--- src/core/flash_regs_pkg.sv ---
package flash_regs_pkg;

  // ---------------------------------------------------------------
  // Timing
  // ---------------------------------------------------------------
  localparam int CLK_MHZ = 50;
  localparam int STATUS_WRITE_US = 10;
  localparam int PROGRAM_US = 400;
  localparam int ERASE_US = 1000;
  localparam int SOFT_RESET_US = 30;
  localparam int STATUS_WRITE_CYCLES = STATUS_WRITE_US * CLK_MHZ;
  localparam int PROGRAM_CYCLES = PROGRAM_US * CLK_MHZ;
  localparam int ERASE_CYCLES = ERASE_US * CLK_MHZ;
  localparam int SOFT_RESET_CYCLES = SOFT_RESET_US * CLK_MHZ;
  localparam int TIMER_W = 24;

  // ---------------------------------------------------------------
  // Instruction codes
  // ---------------------------------------------------------------
  localparam logic [7:0] OP_WRITE_ENABLE = 8'h06;
  localparam logic [7:0] OP_WRITE_DISABLE = 8'h04;
  localparam logic [7:0] OP_READ_SR1 = 8'h05;
  localparam logic [7:0] OP_READ_SR2 = 8'h35;
  localparam logic [7:0] OP_READ_SR3 = 8'h15;
  localparam logic [7:0] OP_WRITE_SR1 = 8'h01;
  localparam logic [7:0] OP_WRITE_SR2 = 8'h31;
  localparam logic [7:0] OP_WRITE_SR3 = 8'h11;
  localparam logic [7:0] OP_PAGE_PROG = 8'h02;
  localparam logic [7:0] OP_QUAD_PROG = 8'h32;
  localparam logic [7:0] OP_ERASE_4K = 8'h20;
  localparam logic [7:0] OP_ERASE_32K = 8'h52;
  localparam logic [7:0] OP_ERASE_64K = 8'hd8;
  localparam logic [7:0] OP_CHIP_ERASE_A = 8'hc7;
  localparam logic [7:0] OP_CHIP_ERASE_B = 8'h60;
  localparam logic [7:0] OP_SECREG_ERASE = 8'h44;
  localparam logic [7:0] OP_SECREG_PROG = 8'h42;
  localparam logic [7:0] OP_SUSPEND = 8'h75;
  localparam logic [7:0] OP_RESUME = 8'h7a;
  localparam logic [7:0] OP_QPI_ENTER = 8'h38;
  localparam logic [7:0] OP_QPI_EXIT = 8'hff;
  localparam logic [7:0] OP_RESET_ENABLE = 8'h66;
  localparam logic [7:0] OP_RESET = 8'h99;

  // ---------------------------------------------------------------
  // Bit positions inside each status byte
  // ---------------------------------------------------------------
  localparam int BUSY_POS = 0;
  localparam int WR_EN_POS = 1;
  localparam int PROT_LSB = 2;
  localparam int TOPBOT_POS = 5;
  localparam int GRANULE_POS = 6;
  localparam int LOCK_LOW_POS = 7;
  localparam int LOCK_HIGH_POS = 0;
  localparam int QUAD_POS = 1;
  localparam int OTP_LSB = 3;
  localparam int COMPL_POS = 6;
  localparam int PAUSED_POS = 7;
  localparam int LATENCY_LSB = 0;
  localparam int DRIVE_POS = 5;
  localparam int HOLDRST_POS = 7;

  // ---------------------------------------------------------------
  // Types
  // ---------------------------------------------------------------
  typedef enum logic [2:0] {
    ST_IDLE = 3'h0,
    ST_OPCODE = 3'h1,
    ST_DATA = 3'h3,
    ST_READ = 3'h2,
    ST_SKIP = 3'h6
  } phase_t;

  typedef enum logic [2:0] {
    JOB_NONE = 3'h0,
    JOB_STATUS = 3'h1,
    JOB_PROG = 3'h2,
    JOB_ERASE = 3'h3,
    JOB_RESET = 3'h4
  } job_t;

  typedef struct packed {
    logic complement_protect;
    logic [2:0] otp_lock;
    logic quad_enable;
    logic status_lock_high;
    logic status_lock_low;
    logic granule_select;
    logic top_bottom_select;
    logic [2:0] protect_field;
    logic hold_reset_sel;
    logic drive_strength;
    logic [1:0] latency_code;
  } cfg_t;

  typedef struct packed {
    logic cs_n;
    logic sclk;
    logic [3:0] io;
  } pins_t;

  localparam cfg_t CFG_RESET = '0;
  localparam pins_t PINS_IDLE = '{cs_n: 1'b1, sclk: 1'b0, io: 4'hf};

  // ---------------------------------------------------------------
  // Helpers
  // ---------------------------------------------------------------
  function automatic logic [7:0] status_byte(input logic [1:0] sel,
      input cfg_t c, input logic busy, input logic write_enable_latch, input logic paused_op_flag);
    logic [7:0] b;
    b = 8'h00;
    case (sel)
      2'd0: begin
        b[BUSY_POS] = busy;
        b[WR_EN_POS] = write_enable_latch;
        b[PROT_LSB +: 3] = c.protect_field;
        b[TOPBOT_POS] = c.top_bottom_select;
        b[GRANULE_POS] = c.granule_select;
        b[LOCK_LOW_POS] = c.status_lock_low;
      end
      2'd1: begin
        b[LOCK_HIGH_POS] = c.status_lock_high;
        b[QUAD_POS] = c.quad_enable;
        b[OTP_LSB +: 3] = c.otp_lock;
        b[COMPL_POS] = c.complement_protect;
        b[PAUSED_POS] = paused_op_flag;
      end
      default: begin
        b[LATENCY_LSB +: 2] = c.latency_code;
        b[DRIVE_POS] = c.drive_strength;
        b[HOLDRST_POS] = c.hold_reset_sel;
      end
    endcase
    return b;
  endfunction

  function automatic cfg_t apply_write(input logic [1:0] sel,
      input logic [7:0] d, input cfg_t c);
    cfg_t n;
    n = c;
    case (sel)
      2'd0: begin
        n.protect_field = d[PROT_LSB +: 3];
        n.top_bottom_select = d[TOPBOT_POS];
        n.granule_select = d[GRANULE_POS];
        n.status_lock_low = d[LOCK_LOW_POS];
      end
      2'd1: begin
        n.status_lock_high = d[LOCK_HIGH_POS];
        n.quad_enable = d[QUAD_POS];
        n.otp_lock = c.otp_lock | d[OTP_LSB +: 3];
        n.complement_protect = d[COMPL_POS];
      end
      default: begin
        n.latency_code = d[LATENCY_LSB +: 2];
        n.drive_strength = d[DRIVE_POS];
        n.hold_reset_sel = d[HOLDRST_POS];
      end
    endcase
    return n;
  endfunction

  function automatic logic write_allowed(input cfg_t c, input logic write_enable_latch,
      input logic wp_high, input logic quad);
    logic ok;
    case ({c.status_lock_high, c.status_lock_low})
      2'b00: ok = write_enable_latch;
      2'b01: ok = write_enable_latch & (wp_high | quad);
      default: ok = 1'b0;
    endcase
    return ok;
  endfunction

  function automatic logic [3:0] dummy_clocks(input logic [1:0] code);
    logic [3:0] n;
    case (code)
      2'b01: n = 4'h4;
      2'b10: n = 4'h8;
      2'b11: n = 4'ha;
      default: n = 4'h6;
    endcase
    return n;
  endfunction

endpackage

--- src/core/pin_sync.sv ---
`timescale 1ns/100ps
module pin_sync (
  // Clock and reset
  input wire logic mclk_i,
  input wire logic reset_i,
  input wire logic ce_i,
  // Raw pins and filtered levels
  input wire flash_regs_pkg::pins_t pins_i,
  output flash_regs_pkg::pins_t pins_o
);
  import flash_regs_pkg::*;

  pins_t s1_q, s2_q, s3_q, lvl_q, lvl_d;

  // -----------------------------------------------------------------
  // Level follows once second and third stages agree
  // -----------------------------------------------------------------
  always_comb begin
    lvl_d = (s2_q & s3_q) | (lvl_q & (s2_q ^ s3_q));
  end

  always_ff @(posedge mclk_i or posedge reset_i) begin
    if (reset_i) begin
      s1_q <= PINS_IDLE;
      s2_q <= PINS_IDLE;
      s3_q <= PINS_IDLE;
      lvl_q <= PINS_IDLE;
    end else if (ce_i) begin
      s1_q <= pins_i;
      s2_q <= s1_q;
      s3_q <= s2_q;
      lvl_q <= lvl_d;
    end
  end

  assign pins_o = lvl_q;

endmodule // pin_sync

--- src/core/flash_status_config_regs.sv ---
`timescale 1ns/100ps
// Notes on behaviour
// - Status bit 0 shows internal job running
// - While running, only status reads and suspend
// - Job end clears the running flag
// - Write enable sets the latch
// - Latch cleared by disable, program, erase, writes
// - Three protect bits, writable, default zero
// - Top/bottom select, default top
// - Granule select: sectors or blocks, default blocks
// - Complement bit inverts protected region
// - Locks 00: write needs only latch
// - Locks 01: low protect pin blocks writes
// - Locks 10: refused until power cycle
// - Locks 11: writes refused until power cycle, which clears the locks as for 10
// - Protect pin ignored when quad lines used
// - Suspend sets paused flag, resume clears
// - OTP lock bits only set, then locked
// - Quad enable turns pins into data
// - Enter QPI ignored unless quad enabled
// - Drive strength bit: full or reduced
// - Hold or reset pin, only without quad
// - Latency code picks DTR dummy clocks
// - Reserved bits read zero, writes ignored
// - Quad enable defaults to zero
module flash_status_config_regs #(
  parameter int STATUS_WRITE_CYCLES = flash_regs_pkg::STATUS_WRITE_CYCLES,
  parameter int PROGRAM_CYCLES = flash_regs_pkg::PROGRAM_CYCLES,
  parameter int ERASE_CYCLES = flash_regs_pkg::ERASE_CYCLES
) (
  // Clock, reset, enable
  input wire logic mclk_i,
  input wire logic reset_i,
  input wire logic ce_i,
  // Serial pins
  input wire logic cs_n_i,
  input wire logic sclk_i,
  input wire logic [3:0] io_i,
  output logic [3:0] io_o,
  output logic [3:0] io_oe_o,
  // Configuration and state towards the array
  output flash_regs_pkg::cfg_t cfg_o,
  output logic busy_o,
  output logic write_enable_latch_o,
  output logic qpi_mode_o,
  output logic hold_active_o,
  output logic [3:0] dummy_clocks_o
);
  import flash_regs_pkg::*;

  // ---------------------------------------------------------------
  // State
  // ---------------------------------------------------------------
  pins_t pin, prev_q, prev_d, raw;
  phase_t phase_q, phase_d;
  job_t job_q, job_d;
  cfg_t cfg_q, cfg_d;
  logic [TIMER_W-1:0] timer_q, timer_d;
  logic [3:0] bit_cnt_q, bit_cnt_d;
  logic [2:0] byte_cnt_q, byte_cnt_d;
  logic [2:0] out_cnt_q, out_cnt_d;
  logic [7:0] shreg_q, shreg_d;
  logic [7:0] opcode_q, opcode_d;
  logic [7:0] byte1_q, byte1_d;
  logic [7:0] byte2_q, byte2_d;
  logic [7:0] out_sh_q, out_sh_d;
  logic [1:0] sel_q, sel_d;
  logic wel_q, wel_d;
  logic sus_q, sus_d;
  logic qpi_q, qpi_d;
  logic armed_q, armed_d;
  logic started_q, started_d;
  logic [3:0] io_q, io_d;
  logic [3:0] oe_q, oe_d;
  logic busy_q, busy_d;
  logic hold_q, hold_d;
  logic [3:0] dummy_q, dummy_d;

  assign raw = '{cs_n: cs_n_i, sclk: sclk_i, io: io_i};

  pin_sync u_sync (
    .mclk_i(mclk_i),
    .reset_i(reset_i),
    .ce_i(ce_i),
    .pins_i(raw),
    .pins_o(pin)
  );

  // ---------------------------------------------------------------
  // Next state
  // ---------------------------------------------------------------
  always_comb begin
    logic hold, pin_rst, sclk_r, sclk_f, cs_rise, cs_fall, done;
    logic running, quad, wp_high, lock_hit, wr_ok;
    logic [3:0] step, nbits;
    logic [7:0] nbyte, bytev;
    logic [1:0] idx;
    hold = 1'b0;
    pin_rst = 1'b0;
    sclk_r = 1'b0;
    sclk_f = 1'b0;
    cs_rise = 1'b0;
    cs_fall = 1'b0;
    done = 1'b0;
    running = 1'b0;
    quad = 1'b0;
    wp_high = 1'b0;
    lock_hit = 1'b0;
    wr_ok = 1'b0;
    step = 4'h1;
    nbits = 4'h0;
    nbyte = 8'h00;
    bytev = 8'h00;
    idx = 2'd0;
    prev_d = pin;
    phase_d = phase_q;
    job_d = job_q;
    cfg_d = cfg_q;
    timer_d = timer_q;
    bit_cnt_d = bit_cnt_q;
    byte_cnt_d = byte_cnt_q;
    out_cnt_d = out_cnt_q;
    shreg_d = shreg_q;
    opcode_d = opcode_q;
    byte1_d = byte1_q;
    byte2_d = byte2_q;
    out_sh_d = out_sh_q;
    sel_d = sel_q;
    wel_d = wel_q;
    sus_d = sus_q;
    qpi_d = qpi_q;
    armed_d = armed_q;
    started_d = started_q;
    io_d = io_q;

    // Pin roles
    quad = cfg_q.quad_enable | qpi_q;
    hold = ~quad & ~cfg_q.hold_reset_sel & ~pin.io[3] & ~pin.cs_n;
    pin_rst = ~quad & cfg_q.hold_reset_sel & ~pin.io[3];
    wp_high = pin.io[2];
    sclk_r = pin.sclk & ~prev_q.sclk & ~hold;
    sclk_f = ~pin.sclk & prev_q.sclk & ~hold;
    cs_rise = pin.cs_n & ~prev_q.cs_n;
    cs_fall = ~pin.cs_n & prev_q.cs_n;
    running = (job_q == JOB_STATUS) | (job_q == JOB_PROG) |
              (job_q == JOB_ERASE);
    step = qpi_q ? 4'h4 : 4'h1;
    nbits = bit_cnt_q + step;
    nbyte = qpi_q ? {shreg_q[3:0], pin.io} : {shreg_q[6:0], pin.io[0]};
    done = sclk_r & (nbits == 4'h8);

    // Internal job timer; a paused job keeps its count
    if (job_q != JOB_NONE && !sus_q) begin
      if (timer_q == '0) begin
        job_d = JOB_NONE;
      end else begin
        timer_d = timer_q - 1'b1;
      end
    end

    // Serial framing
    case (phase_q)
      ST_IDLE: begin
        if (cs_fall) begin
          phase_d = ST_OPCODE;
          bit_cnt_d = 4'h0;
          byte_cnt_d = 3'd0;
        end
      end
      ST_OPCODE: begin
        if (sclk_r) begin
          shreg_d = nbyte;
          bit_cnt_d = done ? 4'h0 : nbits;
        end
        if (done) begin
          opcode_d = nbyte;
          byte_cnt_d = 3'd1;
          out_cnt_d = 3'd0;
          if (job_q == JOB_RESET) begin
            phase_d = ST_SKIP;
          end else if (nbyte == OP_READ_SR1) begin
            phase_d = ST_READ;
            sel_d = 2'd0;
          end else if (nbyte == OP_READ_SR2) begin
            phase_d = ST_READ;
            sel_d = 2'd1;
          end else if (nbyte == OP_READ_SR3) begin
            phase_d = ST_READ;
            sel_d = 2'd2;
          end else if (running && !sus_q && nbyte != OP_SUSPEND) begin
            phase_d = ST_SKIP;
          end else begin
            phase_d = ST_DATA;
          end
        end
      end
      ST_DATA: begin
        if (sclk_r) begin
          shreg_d = nbyte;
          bit_cnt_d = done ? 4'h0 : nbits;
        end
        if (done) begin
          if (byte_cnt_q != 3'd7) begin
            byte_cnt_d = byte_cnt_q + 3'd1;
          end
          if (byte_cnt_q == 3'd1) begin
            byte1_d = nbyte;
          end
          if (byte_cnt_q == 3'd2) begin
            byte2_d = nbyte;
          end
        end
      end
      ST_READ: begin
        if (sclk_f) begin
          bytev = (out_cnt_q == 3'd0) ?
            status_byte(sel_q, cfg_q, running & ~sus_q, wel_q, sus_q) :
            out_sh_q;
          started_d = 1'b1;
          if (qpi_q) begin
            io_d = bytev[7:4];
            out_sh_d = {bytev[3:0], 4'h0};
            out_cnt_d = out_cnt_q + 3'd4;
          end else begin
            io_d = {2'b00, bytev[7], 1'b0};
            out_sh_d = {bytev[6:0], 1'b0};
            out_cnt_d = out_cnt_q + 3'd1;
          end
        end
      end
      default: begin
      end
    endcase

    // Execution at the end of a frame
    idx = byte2_q[5:4];
    lock_hit = (idx != 2'd0) && cfg_q.otp_lock[idx - 2'd1];
    wr_ok = write_allowed(cfg_q, wel_q, wp_high,
                          quad);
    if (cs_rise) begin
      phase_d = ST_IDLE;
      started_d = 1'b0;
      if (phase_q != ST_IDLE) begin
        armed_d = 1'b0;
      end
      if (phase_q == ST_DATA && bit_cnt_q == 4'h0) begin
        case (opcode_q)
          OP_WRITE_ENABLE: begin
            if (byte_cnt_q == 3'd1) begin
              wel_d = 1'b1;
            end
          end
          OP_WRITE_DISABLE: begin
            if (byte_cnt_q == 3'd1) begin
              wel_d = 1'b0;
            end
          end
          OP_WRITE_SR1, OP_WRITE_SR2, OP_WRITE_SR3: begin
            if (wr_ok && (byte_cnt_q == 3'd2 ||
                (byte_cnt_q == 3'd3 && opcode_q == OP_WRITE_SR1))) begin
              if (opcode_q == OP_WRITE_SR1) begin
                cfg_d = apply_write(2'd0, byte1_q,
                                    cfg_q);
                if (byte_cnt_q == 3'd3) begin
                  cfg_d = apply_write(2'd1, byte2_q, cfg_d);
                end
              end else if (opcode_q == OP_WRITE_SR2) begin
                cfg_d = apply_write(2'd1, byte1_q,
                                    cfg_q);
              end else begin
                cfg_d = apply_write(2'd2, byte1_q,
                                    cfg_q);
              end
              wel_d = 1'b0;
              job_d = JOB_STATUS;
              timer_d = TIMER_W'(STATUS_WRITE_CYCLES - 1);
            end
          end
          OP_PAGE_PROG, OP_QUAD_PROG, OP_SECREG_PROG: begin
            if (wel_q && byte_cnt_q >= 3'd5 &&
                !(opcode_q == OP_SECREG_PROG && lock_hit)) begin
              wel_d = 1'b0;
              job_d = JOB_PROG;
              timer_d = TIMER_W'(PROGRAM_CYCLES - 1);
            end
          end
          OP_ERASE_4K, OP_ERASE_32K, OP_ERASE_64K, OP_SECREG_ERASE,
          OP_CHIP_ERASE_A, OP_CHIP_ERASE_B: begin
            if (wel_q && !(opcode_q == OP_SECREG_ERASE && lock_hit) &&
                ((byte_cnt_q == 3'd1 && (opcode_q == OP_CHIP_ERASE_A ||
                  opcode_q == OP_CHIP_ERASE_B)) ||
                 (byte_cnt_q == 3'd4 && opcode_q != OP_CHIP_ERASE_A &&
                  opcode_q != OP_CHIP_ERASE_B))) begin
              wel_d = 1'b0;
              job_d = JOB_ERASE;
              timer_d = TIMER_W'(ERASE_CYCLES - 1);
            end
          end
          OP_SUSPEND: begin
            if ((job_q == JOB_PROG || job_q == JOB_ERASE) && !sus_q) begin
              sus_d = 1'b1;
            end
          end
          OP_RESUME: begin
            sus_d = 1'b0;
          end
          OP_QPI_ENTER: begin
            if (cfg_q.quad_enable) begin
              qpi_d = 1'b1;
            end
          end
          OP_QPI_EXIT: begin
            qpi_d = 1'b0;
          end
          OP_RESET_ENABLE: begin
            armed_d = (byte_cnt_q == 3'd1);
          end
          OP_RESET: begin
            if (armed_q && byte_cnt_q == 3'd1) begin
              wel_d = 1'b0;
              sus_d = 1'b0;
              qpi_d = 1'b0;
              job_d = JOB_RESET;
              timer_d = TIMER_W'(SOFT_RESET_CYCLES - 1);
            end
          end
          default: begin
          end
        endcase
      end
    end

    // Reset pin returns job, latch, suspend, QPI and framing state to power-on values; config is kept
    if (pin_rst) begin
      phase_d = ST_IDLE;
      job_d = JOB_NONE;
      wel_d = 1'b0;
      sus_d = 1'b0;
      qpi_d = 1'b0;
      armed_d = 1'b0;
      started_d = 1'b0;
    end

    // Registered pin and side outputs
    oe_d = (phase_d == ST_READ && started_d && !hold) ?
           (qpi_q ? 4'hf : 4'h2) : 4'h0;
    busy_d = ((job_d == JOB_STATUS) | (job_d == JOB_PROG) |
              (job_d == JOB_ERASE)) & ~sus_d;
    hold_d = hold;
    dummy_d = dummy_clocks(cfg_d.latency_code);
  end

  // ---------------------------------------------------------------
  // Registers
  // ---------------------------------------------------------------
  always_ff @(posedge mclk_i or posedge reset_i) begin
    if (reset_i) begin
      prev_q <= PINS_IDLE;
      phase_q <= ST_IDLE;
      job_q <= JOB_NONE;
      cfg_q <= CFG_RESET;
      timer_q <= '0;
      bit_cnt_q <= 4'h0;
      byte_cnt_q <= 3'd0;
      out_cnt_q <= 3'd0;
      shreg_q <= 8'h00;
      opcode_q <= 8'h00;
      byte1_q <= 8'h00;
      byte2_q <= 8'h00;
      out_sh_q <= 8'h00;
      sel_q <= 2'd0;
      wel_q <= 1'b0;
      sus_q <= 1'b0;
      qpi_q <= 1'b0;
      armed_q <= 1'b0;
      started_q <= 1'b0;
      io_q <= 4'h0;
      oe_q <= 4'h0;
      busy_q <= 1'b0;
      hold_q <= 1'b0;
      dummy_q <= 4'h6;
    end else if (ce_i) begin
      prev_q <= prev_d;
      phase_q <= phase_d;
      job_q <= job_d;
      cfg_q <= cfg_d;
      timer_q <= timer_d;
      bit_cnt_q <= bit_cnt_d;
      byte_cnt_q <= byte_cnt_d;
      out_cnt_q <= out_cnt_d;
      shreg_q <= shreg_d;
      opcode_q <= opcode_d;
      byte1_q <= byte1_d;
      byte2_q <= byte2_d;
      out_sh_q <= out_sh_d;
      sel_q <= sel_d;
      wel_q <= wel_d;
      sus_q <= sus_d;
      qpi_q <= qpi_d;
      armed_q <= armed_d;
      started_q <= started_d;
      io_q <= io_d;
      oe_q <= oe_d;
      busy_q <= busy_d;
      hold_q <= hold_d;
      dummy_q <= dummy_d;
    end
  end

  assign io_o = io_q;
  assign io_oe_o = oe_q;
  assign cfg_o = cfg_q;
  assign busy_o = busy_q;
  assign write_enable_latch_o = wel_q;
  assign qpi_mode_o = qpi_q;
  assign hold_active_o = hold_q;
  assign dummy_clocks_o = dummy_q;

endmodule // flash_status_config_regs

--- config.mk ---
export PLATFORM = sky130hd
export DESIGN_NAME = flash_status_config_regs
export DESIGN_NICKNAME = d
export VERILOG_FILES = /design/src/core/flash_regs_pkg.sv /design/src/core/pin_sync.sv /design/src/core/flash_status_config_regs.sv
export SDC_FILE = /design/constraint.sdc
export NUM_CORES = 1
export LEC_CHECK = 0
export BUFFER_PORTS_ARGS = -buffer_cell sky130_fd_sc_hd__buf_2
export CAP_MARGIN = 20
export CORE_MARGIN = 5
export CORE_UTILIZATION = 65
export CTS_CLUSTER_DIAMETER = 30
export DETAILED_ROUTE_END_ITERATION = 10
export PLACE_DENSITY = 0.84
export SKIP_CTS_REPAIR_TIMING = 1
export SYNTH_ARGS = -nofsm -noshare
export SYNTH_HDL_FRONTEND = slang
export SYNTH_SLANG_ARGS = --single-unit
--- constraint.sdc ---
create_clock -name mclk_i -period 8.3 [get_ports mclk_i]
set_clock_uncertainty 0.1 [all_clocks]
set_input_delay 1.66 -clock mclk_i [delete_from_list [all_inputs] [get_ports mclk_i]]
set_output_delay 1.66 -clock mclk_i [all_outputs]
set_load 0.05 [all_outputs]
# [After elaboration in Yosys (flattened, before gate mapping)]
# Index checks and enable logic that the tools add are counted.
[totals] register_bits=141 output_inout_bits=32 wordCells=321 in_bits=9
[classes] add_sub_neg=6 bitwise=40 reduce_logical=65 magnitude_cmp=2 mux=99 eq_ne=62
[ops] operator="$mux 24" n=8
[ops] operator="$pmux 24 s4" n=1
[ops] operator="$mux 3" n=26
[ops] operator="$eq 8x7->1 const B" n=7
[ops] operator="$mux 16" n=3
[ops] operator="$eq 8x6->1 const B" n=5
[ops] operator="$eq 8x8->1 const B" n=4
[ops] operator="$mux 1" n=29
[ops] operator="$eq 3x2->1 const B" n=9
[ops] operator="$eq 8x3->1 const B" n=3
[ops] operator="$logic_not 24->1" n=1
[ops] operator="$mux 4" n=6
[ops] operator="$mux 8" n=3
[ops] operator="$ne 3x3->1 const B" n=8
[ops] operator="$sub 24x1->24 const B" n=1
[ops] operator="$logic_and 1x1->1" n=20
[ops] operator="$reduce_and 6->1" n=3
[ops] operator="$eq 8x5->1 const B" n=2
[ops] operator="$ne 8x7->1 const B" n=2
[ops] operator="$reduce_and 4->1" n=4
[ops] operator="$and 1x1->1" n=15
[ops] operator="$mux 2" n=7
[ops] operator="$reduce_and 7->1" n=2
[ops] operator="$not 1->1" n=13
[ops] operator="other kinds (47)" n=92

# [Depth between registers and ports, before layout]
# Gate-level depths: netlist of run 1.
[logic_depth] word_depth=18 depth_mapped=13 depth_no_buf=11

# [Modules after synthesis]
# From an unflattened synthesis of run 1, not the netlist that was laid out.
[unflattened] cells_unflattened=818 area_unflattened_um2=7775.0
[by_module_without_submodules] module="flash_status_config_regs" area_each_um2=6676.4 seq_area_each_um2=2806.4 n_inst=1 cells_per_inst=754
[by_module_without_submodules] module="pin_sync" area_each_um2=1098.6 seq_area_each_um2=625.6 n_inst=1 cells_per_inst=64

# [Least setup slack after synthesis of run 1]
# OpenSTA, ideal clock, no wires.
[synth_path] kind="reg2reg" start="register qpi_q (netlist: qpi_mode_o)" end="register opcode_q[4]" arrival_ns=3.348 path_stages_with_launch=14 slack_ns=4.709 setup_ns=0.143 required_ns=8.057 period_less_slack_ns=3.591 n_path_buf=3 cell_sequence="dfrtp_1 > clkbuf_1 > clkbuf_1 > inv_1 > ha_1 > ha_1 > xor2_1 > or3_1 > nor3_1 > and2_1 > nand2_1 > clkbuf_1 > nand2_1 > o21ai_0"
[synth_between] elab_chain_len=9 word_cells_on_any_way=13 cone_classes="add/sub: 1; eq/ne: 1; mux: 2; bitwise: 8; reduce/logical: 1"
[synth_lines] item="from (decl)" line_no="flash_status_config_regs.sv:70" rtl="logic qpi_q, qpi_d;"
[synth_lines] item="from (signal assigned)" line_no="flash_status_config_regs.sv:399" rtl="qpi_q <= qpi_d;"
[synth_lines] item="branches (longest 9 deep; another with $add 4x3->4)"
[synth_lines] item="to (signal assigned)" line_no="flash_status_config_regs.sv:392" rtl="opcode_q <= opcode_d;"
[synth_lines] item="to (decl)" line_no="flash_status_config_regs.sv:63" rtl="logic [7:0] opcode_q, opcode_d;"
# Several ways; the timed one is not identified.
# A chain may end at the register's enable or synchronous reset.

==> results of run 1 <==
==> through the flow <==
step / setup slack, ns / total power [mW] / area (sq um)
final: 4.36 / 2.08 / 8490
after global routing: 4.18 / 2.18 / 8490
after CTS: 4.51 / 2.08 / 8490
after detailed placement: 4.33 / 1.27 / 7850
after global placement: 4.40 / 1.24 / 7850
after floorplan: 2.94 / 1.15 / 7640
==> per-layer routing <==
metal / vias to the layer above / routed length [um]
met5: - / 0
met4: 0 / 449
met3: 39 / 1470
met2: 266 / 9220
met1: 3130 / 8340
li1: 2934 / -
==> worst register-to-register path, stage by stage (launching register included) <==
cell,delay [ns]
dfrtp_1,0.48
nor2b_1,0.80
nand4_1,0.51
nor4_2,0.74
mux2i_1,0.44
inv_1,0.12
ha_1,0.21
nor2_1,0.12
nor2_1,0.05
mux2_2,0.26
==> final cells by class <==
type                            instances  area share, %
Timing Repair Buffer                   42           2.56
Multi-Input combinational cell        599           46.0
Inverter                               30           1.38
Tap cell                              143           2.11
Clock inverter                          9           1.59
Sequential cell                       136           40.4
Clock buffer                           23           5.98
==> Yosys cell counts (all sizes together), types with 5 or more instances <==
cell    instances
a21oi          47
a22o           14
a22oi           8
a31oi           5
and2            7
buf            15
clkbuf         24
dfrtp         113
dfstp          23
ha             24
inv            30
mux2           38
mux2i          22
nand2          82
nand2b         20
nand3          22
nand4           6
nor2           69
nor2b          11
nor3           28
nor3b           8
nor4           10
nor4b           8
o211ai          7
o21ai          71
o31ai           9
or2             5
or3             8
or4             6
xnor2           7
==> worst paths after layout <==
check	endpoint	slack [ns]	startpoint
setup / recovery	dummy_clocks_o[3]	4.36	phase_q[0]
hold reg to reg	io_o[0]	0.37	io_o[0]
setup reg to reg	dummy_clocks_o[3]	4.36	phase_q[0]
max in group asynchronous	timer_q[20]	5.61	reset_i
hold / removal	io_o[0]	0.37	io_o[0]
min in group asynchronous	shreg_q[1]	1.21	reset_i
==> logic make-up after synthesis <==
group                      after synthesis
and+or+nand+nor                        308
AOI/OAI and AO/OA                      195
DFF                                    136
buffers and inverters                   69
muxes                                   60
adders and majority gates               24
xor gates and xnor gates                11
other                                    1
==> sequential cells by signal (all words and copies together) (netlist names), 2 cells and up <==
register and cells:
byte1_q 8, phase_q 3, job_q 3, sel_q 2, opcode_q 8, u_sync.s1_q 6, timer_q 24, prev_q 2
cfg_o 16, byte_cnt_q 3, out_cnt_q 3, byte2_q 6, io_oe_o 2, dummy_clocks_o 3, shreg_q 7, io_o 4
u_sync.s2_q 6, out_sh_q 7, u_sync.s3_q 6, bit_cnt_q 4, u_sync.pins_o 6
==> power breakdown <==
group	internal (mW)	total (mW)	switching (mW)	leakage, nW
Combinational	0.148	0.412	0.264	1.71
Clock	0.522	0.809	0.287	0.310
Sequential	0.766	0.860	0.0939	1.72
Total	1.44	2.08	0.645	3.75
==> results.yml, run 1 <==
status:
  outcome: "completed"
grt:
  met3_usage_pct: 7.16
  grt_max_degree: 94
  track_usage_pct: 29.0
  overflow: 0
  met2_usage_pct: 44.5
  grt_busiest_layer: "met2"
  antenna_found_initial: 0
  grt_pass1_wl_mm: 32.9
  grtUsageMet1_pct: 40.3
  first_global_vias: 6309
logic_synthesis:
  synth_top_cell_by_area: "dfrtp_1"
  ys_types: 75
  avgSynthCellArea_sq_um: 9.50
  synth_cells: 804
  syn-num-nets: 837
  synth-compound-area-share_pct: 16.1
  yosys.area.top_type_share_pct: 37.0
  netlist_area_sq_mm: 0.00764
  synth_mux_area_share_pct: 8.48
  ys_seq_elements: 136
  synth-adder-area-share_pct: 3.93
  synth-simple-area-share_pct: 21.3
  ys.flop_type: "dfrtp_1"
  ys_seq_area_share_pct: 44.9
  synth_xor_area_share_pct: 1.26
  async_flop_share_pct: 100
  synth_top_family_by_area: "simple AND/OR/NAND/NOR gates"
  synth_edf_count: 0
  synth_area_leaders: "dfrtp_1 (37%), dfstp_2 (7.9%), mux2_2 (5.6%), o21ai_0 (4.1%), nand2_1 (4.0%)"
  ys.warnings.count: 0
clock_network:
  numCtsBuffers: 17
  numClockSinks: 136
  cts_tree: "done"
  clockRootBuffer: "clkbuf_16"
  clockBufferDepth: 2
  clock_latency_ns: 0.43
  h-tree-depth: 4
  clk_pin_slew_ns: 0.06
timing:
  tns_ns: 0
  post-route-min-period_ns: 3.94
  rsz0062_at_grt: "false"
  finalSetupViolations: 0
  slew_viol_final: 0
  max_freq_mhz: 254
  relSlewSlack_pct: 36.2
  period_share_pct: 47.5
  worst_slew_pin_slew_ns: 0.956
  final-hold-violation-count: 0
  holdWs_ns: 0.374
route:
  avgViaCountPerCell: 6.49
  routedWlPerCell_um: 19.8
  vias: 6369
  dr.pass1.iters: 5
  drt_iter0_drc: 648
  ant_nets: 0
  drt-total-wl_mm: 19.5
  drc: 0
critical_path:
  critPathLaunchType: "flop"
  cp_slowest_stage_delay_ns: 0.80
  path_cells: "nor2b_1, nand4_1, nor4_2, mux2i_1, inv_1, ha_1, nor2_1, nor2_1, mux2_2"
  cpMostUsedCell: "nor2_1"
  cp_top_family: "simple AND/OR/NAND/NOR gates"
  cp.depth: 9
  cp_max_fo: 11
  reg2reg_depth: 9
  arrival_ns: 4.15
  critPathCaptureType: "flop"
  crit_slowest_cell: "nor2b_1"
  required_ns: 8.51
  critical_path_class: "reg -> reg"
  critPathBufInv: 1
placed_design:
  dp_hpwl_mm: 13.6
  port_buffers: 39
  dp_cells: 950
  place.gp.congestion: 0.949
cells_and_area:
  layoutNonFillerInstCount: 982
  finalNetCount: 859
  syn_to_final_growth_pct: 11.2
  postLayoutCoreUtil_pct: 74.1
  layout-drive-gt1-share_pct: 19.2
  seq_area_sq_mm: 0.00343
  final_common_cell: "dfrtp_1"
  multiInputGateArea_sq_mm: 0.00391
  mostFrequentLayoutCells: "dfrtp_1 (113), nand2_1 (81), nor2_1 (66), o21ai_0 (63), a21oi_1 (47)"
  antenna_cells: 0
  fillers: 780
floorplan:
  start_util_pct: 66.6
  coreArea_sq_mm: 0.0115
  die_w_um: 118
  die_h_um: 118
  pin_count: 41
  std_cell_rows: 39
  die_area_sq_mm: 0.0140
hold_path:
  hold-path-cell-count: 2
  hp-class: "reg -> reg"
pwr:
  powerDensity_mw_per_mm2: 245
  peakVddDrop_uv: 260
  power_leakage_nw: 3.75
flow_run:
  max_cap_violations: 0
Note: power is estimated with default switching activity, not from simulation.
==> inputs of run 2 (changes only) <==
--- a/config.mk
+++ b/config.mk
@@ -8,10 +8,10 @@
 export BUFFER_PORTS_ARGS = -buffer_cell sky130_fd_sc_hd__buf_2
 export CAP_MARGIN = 20
 export CORE_MARGIN = 5
-export CORE_UTILIZATION = 65
+export CORE_UTILIZATION = 62
 export CTS_CLUSTER_DIAMETER = 30
 export DETAILED_ROUTE_END_ITERATION = 10
-export PLACE_DENSITY = 0.84
+export PLACE_DENSITY = 0.81
 export SKIP_CTS_REPAIR_TIMING = 1
 export SYNTH_ARGS = -nofsm -noshare
 export SYNTH_HDL_FRONTEND = slang
==> constraint.sdc (replaced) <==
create_clock -name mclk_i -period 3.8 [get_ports mclk_i]
set_clock_uncertainty 0.1 [all_clocks]
set_input_delay 0.76 -clock mclk_i [delete_from_list [all_inputs] [get_ports mclk_i]]
set_output_delay 0.76 -clock mclk_i [all_outputs]
set_load 0.05 [all_outputs]
==> results.yml, run 2 (synthesis results as in run 1) <==
hold_path:
  hold_end: "io_o[0]"
  hp-class: "reg -> reg"
  worstHoldStart: "io_o[0]"
  hold-path-cell-count: 2
critical_path:
  cp_top_family: "simple AND/OR/NAND/NOR gates"
  reg2reg_depth: 11
  rrSetupSlack_ns: 0.20
  worst_r2r_endpoint: "dummy_clocks_o[3]"
  path_cells: "or2_2, or3b_1, nor3_1, nand2_1, nor4_2, mux2i_1, inv_1, ha_1, nor2_1, nor2_1, mux2_2"
  cp_slowest_stage_delay_ns: 0.53
  critical_path_class: "reg -> reg"
  critPathBufInv: 1
  required_ns: 4.00
  critPathLaunchType: "flop"
  arrival_ns: 3.80
  cpMostUsedCell: "nor2_1"
  crit_slowest_cell: "dfrtp_1"
  cp_max_fo: 14
  r2r_start: "opcode_q[3]"
  critPathCaptureType: "flop"
cells_and_area:
  antenna_cells: 0
  final_common_cell: "dfrtp_1"
  largest-register: "timer_q"
  finalNetCount: 874
  layoutNonFillerInstCount: 1022
  largest_reg_flops: 24
  multiInputGateArea_sq_mm: 0.00391
  seq_area_sq_mm: 0.00343
  fillers: 867
  layout-drive-gt1-share_pct: 20.6
  final_cell_area_sq_mm: 0.00863
  mostFrequentLayoutCells: "dfrtp_1 (113), nand2_1 (81), nor2_1 (66), o21ai_0 (63), a21oi_1 (47)"
  syn_to_final_growth_pct: 12.9
placed_design:
  dp_cells: 990
  port_buffers: 39
  place_ws_ns: 0.317
  dp_hpwl_mm: 13.9
  dpl_cell_area_sq_mm: 0.00801
  place.gp.congestion: 0.948
clock_network:
  clockBufferDepth: 2
  numClockSinks: 136
  clock_latency_ns: 0.42
  cts_tree: "done"
  numCtsBuffers: 17
  clockRootBuffer: "clkbuf_16"
  h-tree-depth: 4
  clk_pin_slew_ns: 0.06
timing:
  post-route-min-period_ns: 3.60
  worst_slew_pin_slew_ns: 1.07
  slew_viol_final: 0
  relSlewSlack_pct: 28.3
  finalSetupViolations: 0
  final-hold-violation-count: 0
  max_freq_mhz: 278
  finalWorstSetupSlack_ns: 0.205
  period_share_pct: 94.6
  rsz0062_at_grt: "false"
  tns_ns: 0
route:
  avgViaCountPerCell: 6.35
  ant_nets: 0
  routedWlPerCell_um: 19.7
  dr.pass1.iters: 5
  vias: 6494
  drc: 0
  drt-total-wl_mm: 20.1
  drt_iter0_drc: 748
pwr:
  powerDensity_mw_per_mm2: 528
  peakVddDrop_uv: 451
  total_power_mw: 4.56
  power_leakage_nw: 3.81
status:
  outcome: "completed"
grt:
  grt_pass1_wl_mm: 33.0
  first_global_vias: 6376
  grt_max_degree: 137
  antenna_found_initial: 0
  overflow: 0
  track_usage_pct: 28.5
floorplan:
  start_util_pct: 63.3
  die_w_um: 121
  std_cell_rows: 40
  pin_count: 41
  die_area_sq_mm: 0.0146
  die_h_um: 121
  coreArea_sq_mm: 0.0121
flow_run:
  max_cap_violations: 0
-- run 2: worst register-to-register path: cells and delay by family, from the launching register on --
kind | cells | cell delay [ns]
flops | 1 | 0.53
buf+inv | 1 | 0.13
fa+ha+maj | 1 | 0.23
simple gates | 7 | 1.77
mux | 2 | 0.72
-- run 2: cell type report --
cell class | count | share of cell area, %
clock inverters | 12 | 1.89
well taps | 168 | 2.44
multi-input cells | 599 | 45.3
inverters | 30 | 1.35
clock buffers | 20 | 5.29
repair buffers | 57 | 3.97
flip-flops and latches | 136 | 39.8
-- run 2: through the flow --
stage,hold slack (ns),utilization (%)
finish,0.380,71.5
global route,0.405,71.5
CTS,0.388,71.5
detailed placement,0.363,66.4
global placement,0.353,66.4
floorplan,0.337,-
-- run 2: power by group --
| group | internal (mW) | switching (mW) |
|---|---|---|
| combinational | 0.351 | 0.605 |
| clock | 1.08 | 0.653 |
| sequential | 1.67 | 0.200 |
| total | 3.10 | 1.46 |
-- run 2: metal layers --
layer / up-vias / wire length, um / track usage (%)
li1: 2970 / - / -
met1: 3189 / 8540 / 38.1
met2: 287 / 9520 / 45.2
met3: 48 / 1540 / 7.55
met4: 0 / 508 / 9.70
met5: - / 0 / 0
-- run 2: worst max-delay path by stage --
| stage | from | end | slack [ns] | cells past startpoint |
|---|---|---|---|---|
| after global placement | opcode_q[3] | dummy_clocks_o[3] | 0.51 | 11 |
| after global routing | opcode_q[3] | dummy_clocks_o[3] | 0.10 | 11 |
| after floorplan | qpi_mode_o | opcode_q[4] | 0.21 | 13 |
| after CTS | opcode_q[3] | dummy_clocks_o[3] | 0.26 | 11 |
| after detailed placement | opcode_q[3] | dummy_clocks_o[3] | 0.32 | 11 |
| final | opcode_q[3] | dummy_clocks_o[3] | 0.20 | 11 |
==> inputs of run 3 (changes only) <==
--- a/config.mk
+++ b/config.mk
@@ -5,6 +5,7 @@
 export SDC_FILE = /design/constraint.sdc
 export NUM_CORES = 1
 export LEC_CHECK = 0
+export ABC_AREA = 1
 export BUFFER_PORTS_ARGS = -buffer_cell sky130_fd_sc_hd__buf_2
 export CAP_MARGIN = 20
 export CORE_MARGIN = 5
==> constraint.sdc (replaced) <==
create_clock -name mclk_i -period 4.1 [get_ports mclk_i]
set_clock_uncertainty 0.1 [all_clocks]
set_input_delay 0.82 -clock mclk_i [delete_from_list [all_inputs] [get_ports mclk_i]]
set_output_delay 0.82 -clock mclk_i [all_outputs]
set_load 0.05 [all_outputs]
==> results.yml, run 3 <==
pwr:
  switchingPower_mw: 1.59
  p_comb_share_pct: 26.5
  peakVddDrop_uv: 404
  total_power_mw: 4.50
  p_sw_share_pct: 35.4
  powerDensity_mw_per_mm2: 521
  seq_power_share_pct: 39.7
  cell_internal_pwr_mw: 2.91
  p_clk_share_pct: 33.8
  power_leakage_nw: 4.23
cells_and_area:
  final_common_cell: "nand2_1"
  layout-drive-gt1-share_pct: 12.9
  antenna_cells: 0
  mostFrequentLayoutCells: "nand2_1 (269), inv_1 (125), dfrtp_1 (113), o21ai_0 (106), nor2_1 (98)"
  fillers: 1015
  finalNetCount: 1080
  largest_reg_flops: 24
  layoutNonFillerInstCount: 1228
  postLayoutCoreUtil_pct: 71.3
  largest-register: "timer_q"
  syn_to_final_growth_pct: 11.8
timing:
  relSlewSlack_pct: 48.1
  post-route-min-period_ns: 3.30
  rsz0062_at_grt: "false"
  max_freq_mhz: 303
  worst_slew_pin_slew_ns: 0.772
  final-hold-violation-count: 0
  period_share_pct: 80.4
  tns_ns: 0
  slew_viol_final: 0
  finalSetupViolations: 0
  finalWorstSetupSlack_ns: 0.805
clock_network:
  clk_pin_slew_ns: 0.06
  clockRootBuffer: "clkbuf_16"
  clockBufferDepth: 2
  numCtsBuffers: 17
  clock_latency_ns: 0.42
  cts_tree: "done"
  h-tree-depth: 4
  numClockSinks: 136
route:
  avgViaCountPerCell: 5.66
  dr.pass1.iters: 5
  highest_layer: "met4"
  drc: 0
  routedWlPerCell_um: 15.8
  ant_nets: 0
  wl_met1_mm: 8.69
  drt_iter0_drc: 745
  vias: 6954
  dr_wl_met2_mm: 8.83
  route.met3.wl_mm: 1.35
  drt-total-wl_mm: 19.4
logic_synthesis:
  netlist_area_sq_mm: 0.00773
  async_flop_share_pct: 100
  ys_seq_area_share_pct: 44.4
  synth_area_leaders: "dfrtp_1 (37%), nand2_1 (13%), dfstp_2 (7.8%), o21ai_0 (6.9%), inv_1 (6.1%)"
  synth.most_common_cell: "nand2_1"
  yosys.area.top_type_share_pct: 36.6
  syn-num-nets: 1044
  ys.warnings.count: 0
  synth_edf_count: 0
  avgSynthCellArea_sq_um: 7.64
  ys.flop_type: "dfrtp_1"
  ys_types: 50
  synth_top_cell_by_area: "dfrtp_1"
  synth_cells: 1011
  ys_seq_elements: 136
  synthTopCellsByCount: "nand2_1 (269), inv_1 (126), dfrtp_1 (113)"
hold_path:
  hp-class: "reg -> reg"
floorplan:
  die_area_sq_mm: 0.0148
  die_h_um: 122
  die_w_um: 122
  start_util_pct: 63.8
  std_cell_rows: 40
  coreArea_sq_mm: 0.0121
  pin_count: 41
placed_design:
  dp_hpwl_mm: 14.0
  port_buffers: 39
  place_ws_ns: 0.906
  place.gp.congestion: 1.06
  dp_cells: 1196
grt:
  first_global_vias: 6499
  antenna_found_initial: 0
  track_usage_pct: 27.7
  grt_pass1_wl_mm: 32.2
  overflow: 0
  grt_max_degree: 137
status:
  outcome: "completed"
critical_path:
  cp_max_fo: 21
  critPathCaptureType: "flop"
  critical_path_class: "reg -> reg"
  arrival_ns: 3.52
  critPathLaunchType: "flop"
  required_ns: 4.32
flow_run:
  max_cap_violations: 0
-- run 3: routing by layer --
layer  vias up  track usage, %
li1       3378               -
met1      3278            38.9
met2       262            41.9
met3        36            6.82
met4         0            10.0
met5         -               0
-- run 3: worst max-delay path, stage by stage (launching register included) --
cell and delay, ns:
dfrtp_1 0.75, inv_2 0.18, ha_1 0.27, ha_1 0.19, xor2_1 0.16, nor3_1 0.15, nand2_1 0.09, nor2_1 0.21
nand2_1 0.17, nor2_2 0.47, nand2_1 0.20, o31ai_1 0.24
-- run 3: through the flow --
| step | area (sq um) | hold slack [ns] |
|---|---|---|
| floorplan | 7730 | 0.342 |
| CTS | 8640 | 0.363 |
| global route | 8640 | 0.390 |
| finish | 8640 | 0.363 |
| detailed placement | 8050 | 0.354 |
| global placement | 8050 | 0.352 |
-- run 3: cells by family after synthesis --
family | after synthesis | synth area share [%]
AND/OR/NAND/NOR | 478 | 26.6
AO/OA/AOI/OAI | 195 | 14.5
other | 1 | 0.0485
buffers and inverters | 158 | 8.19
flip-flops | 136 | 44.4
multiplexers | 3 | 0.583
adder cells (fa/ha/maj) | 24 | 3.89
XOR/XNOR | 16 | 1.81
-- run 3: power groups by stage --
stage	clock, mW	combinational [mW]	sequential, mW
3_3_place_gp	0	1.16	1.79
5_1_grt	1.60	1.35	1.81
3_5_place_dp	0	1.17	1.79
4_1_cts	1.54	1.18	1.78
6_report	1.52	1.19	1.78
2_1_floorplan	0	0.808	1.84
-- run 3: final timing paths --
check | from | end | slack (ns) | cells after the start
setup / recovery | qpi_mode_o | sel_q[1] | 0.80 | 11
hold / removal | u_sync.s1_q[2] | u_sync.s1_q[2] | 0.36 | 2
setup reg to reg | qpi_mode_o | sel_q[1] | 0.80 | 11
hold reg to reg | u_sync.s1_q[2] | u_sync.s1_q[2] | 0.36 | 2
max in group asynchronous | reset_i | io_oe_o[2] | 2.89 | 3
min in group asynchronous | reset_i | cfg_o[4] | 0.52 | 3
-- run 3: final cells by class --
| type | instances | area [sq um] | area share [%] |
|---|---|---|---|
| Sequential cell | 136 | 3430 | 39.7 |
| Multi-Input combinational cell | 717 | 3660 | 42.4 |
| Clock buffer | 22 | 474 | 5.49 |
| Timing Repair Buffer | 43 | 238 | 2.75 |
| Inverter | 132 | 503 | 5.82 |
| Tap cell | 168 | 210 | 2.43 |
| Clock inverter | 10 | 120 | 1.39 |
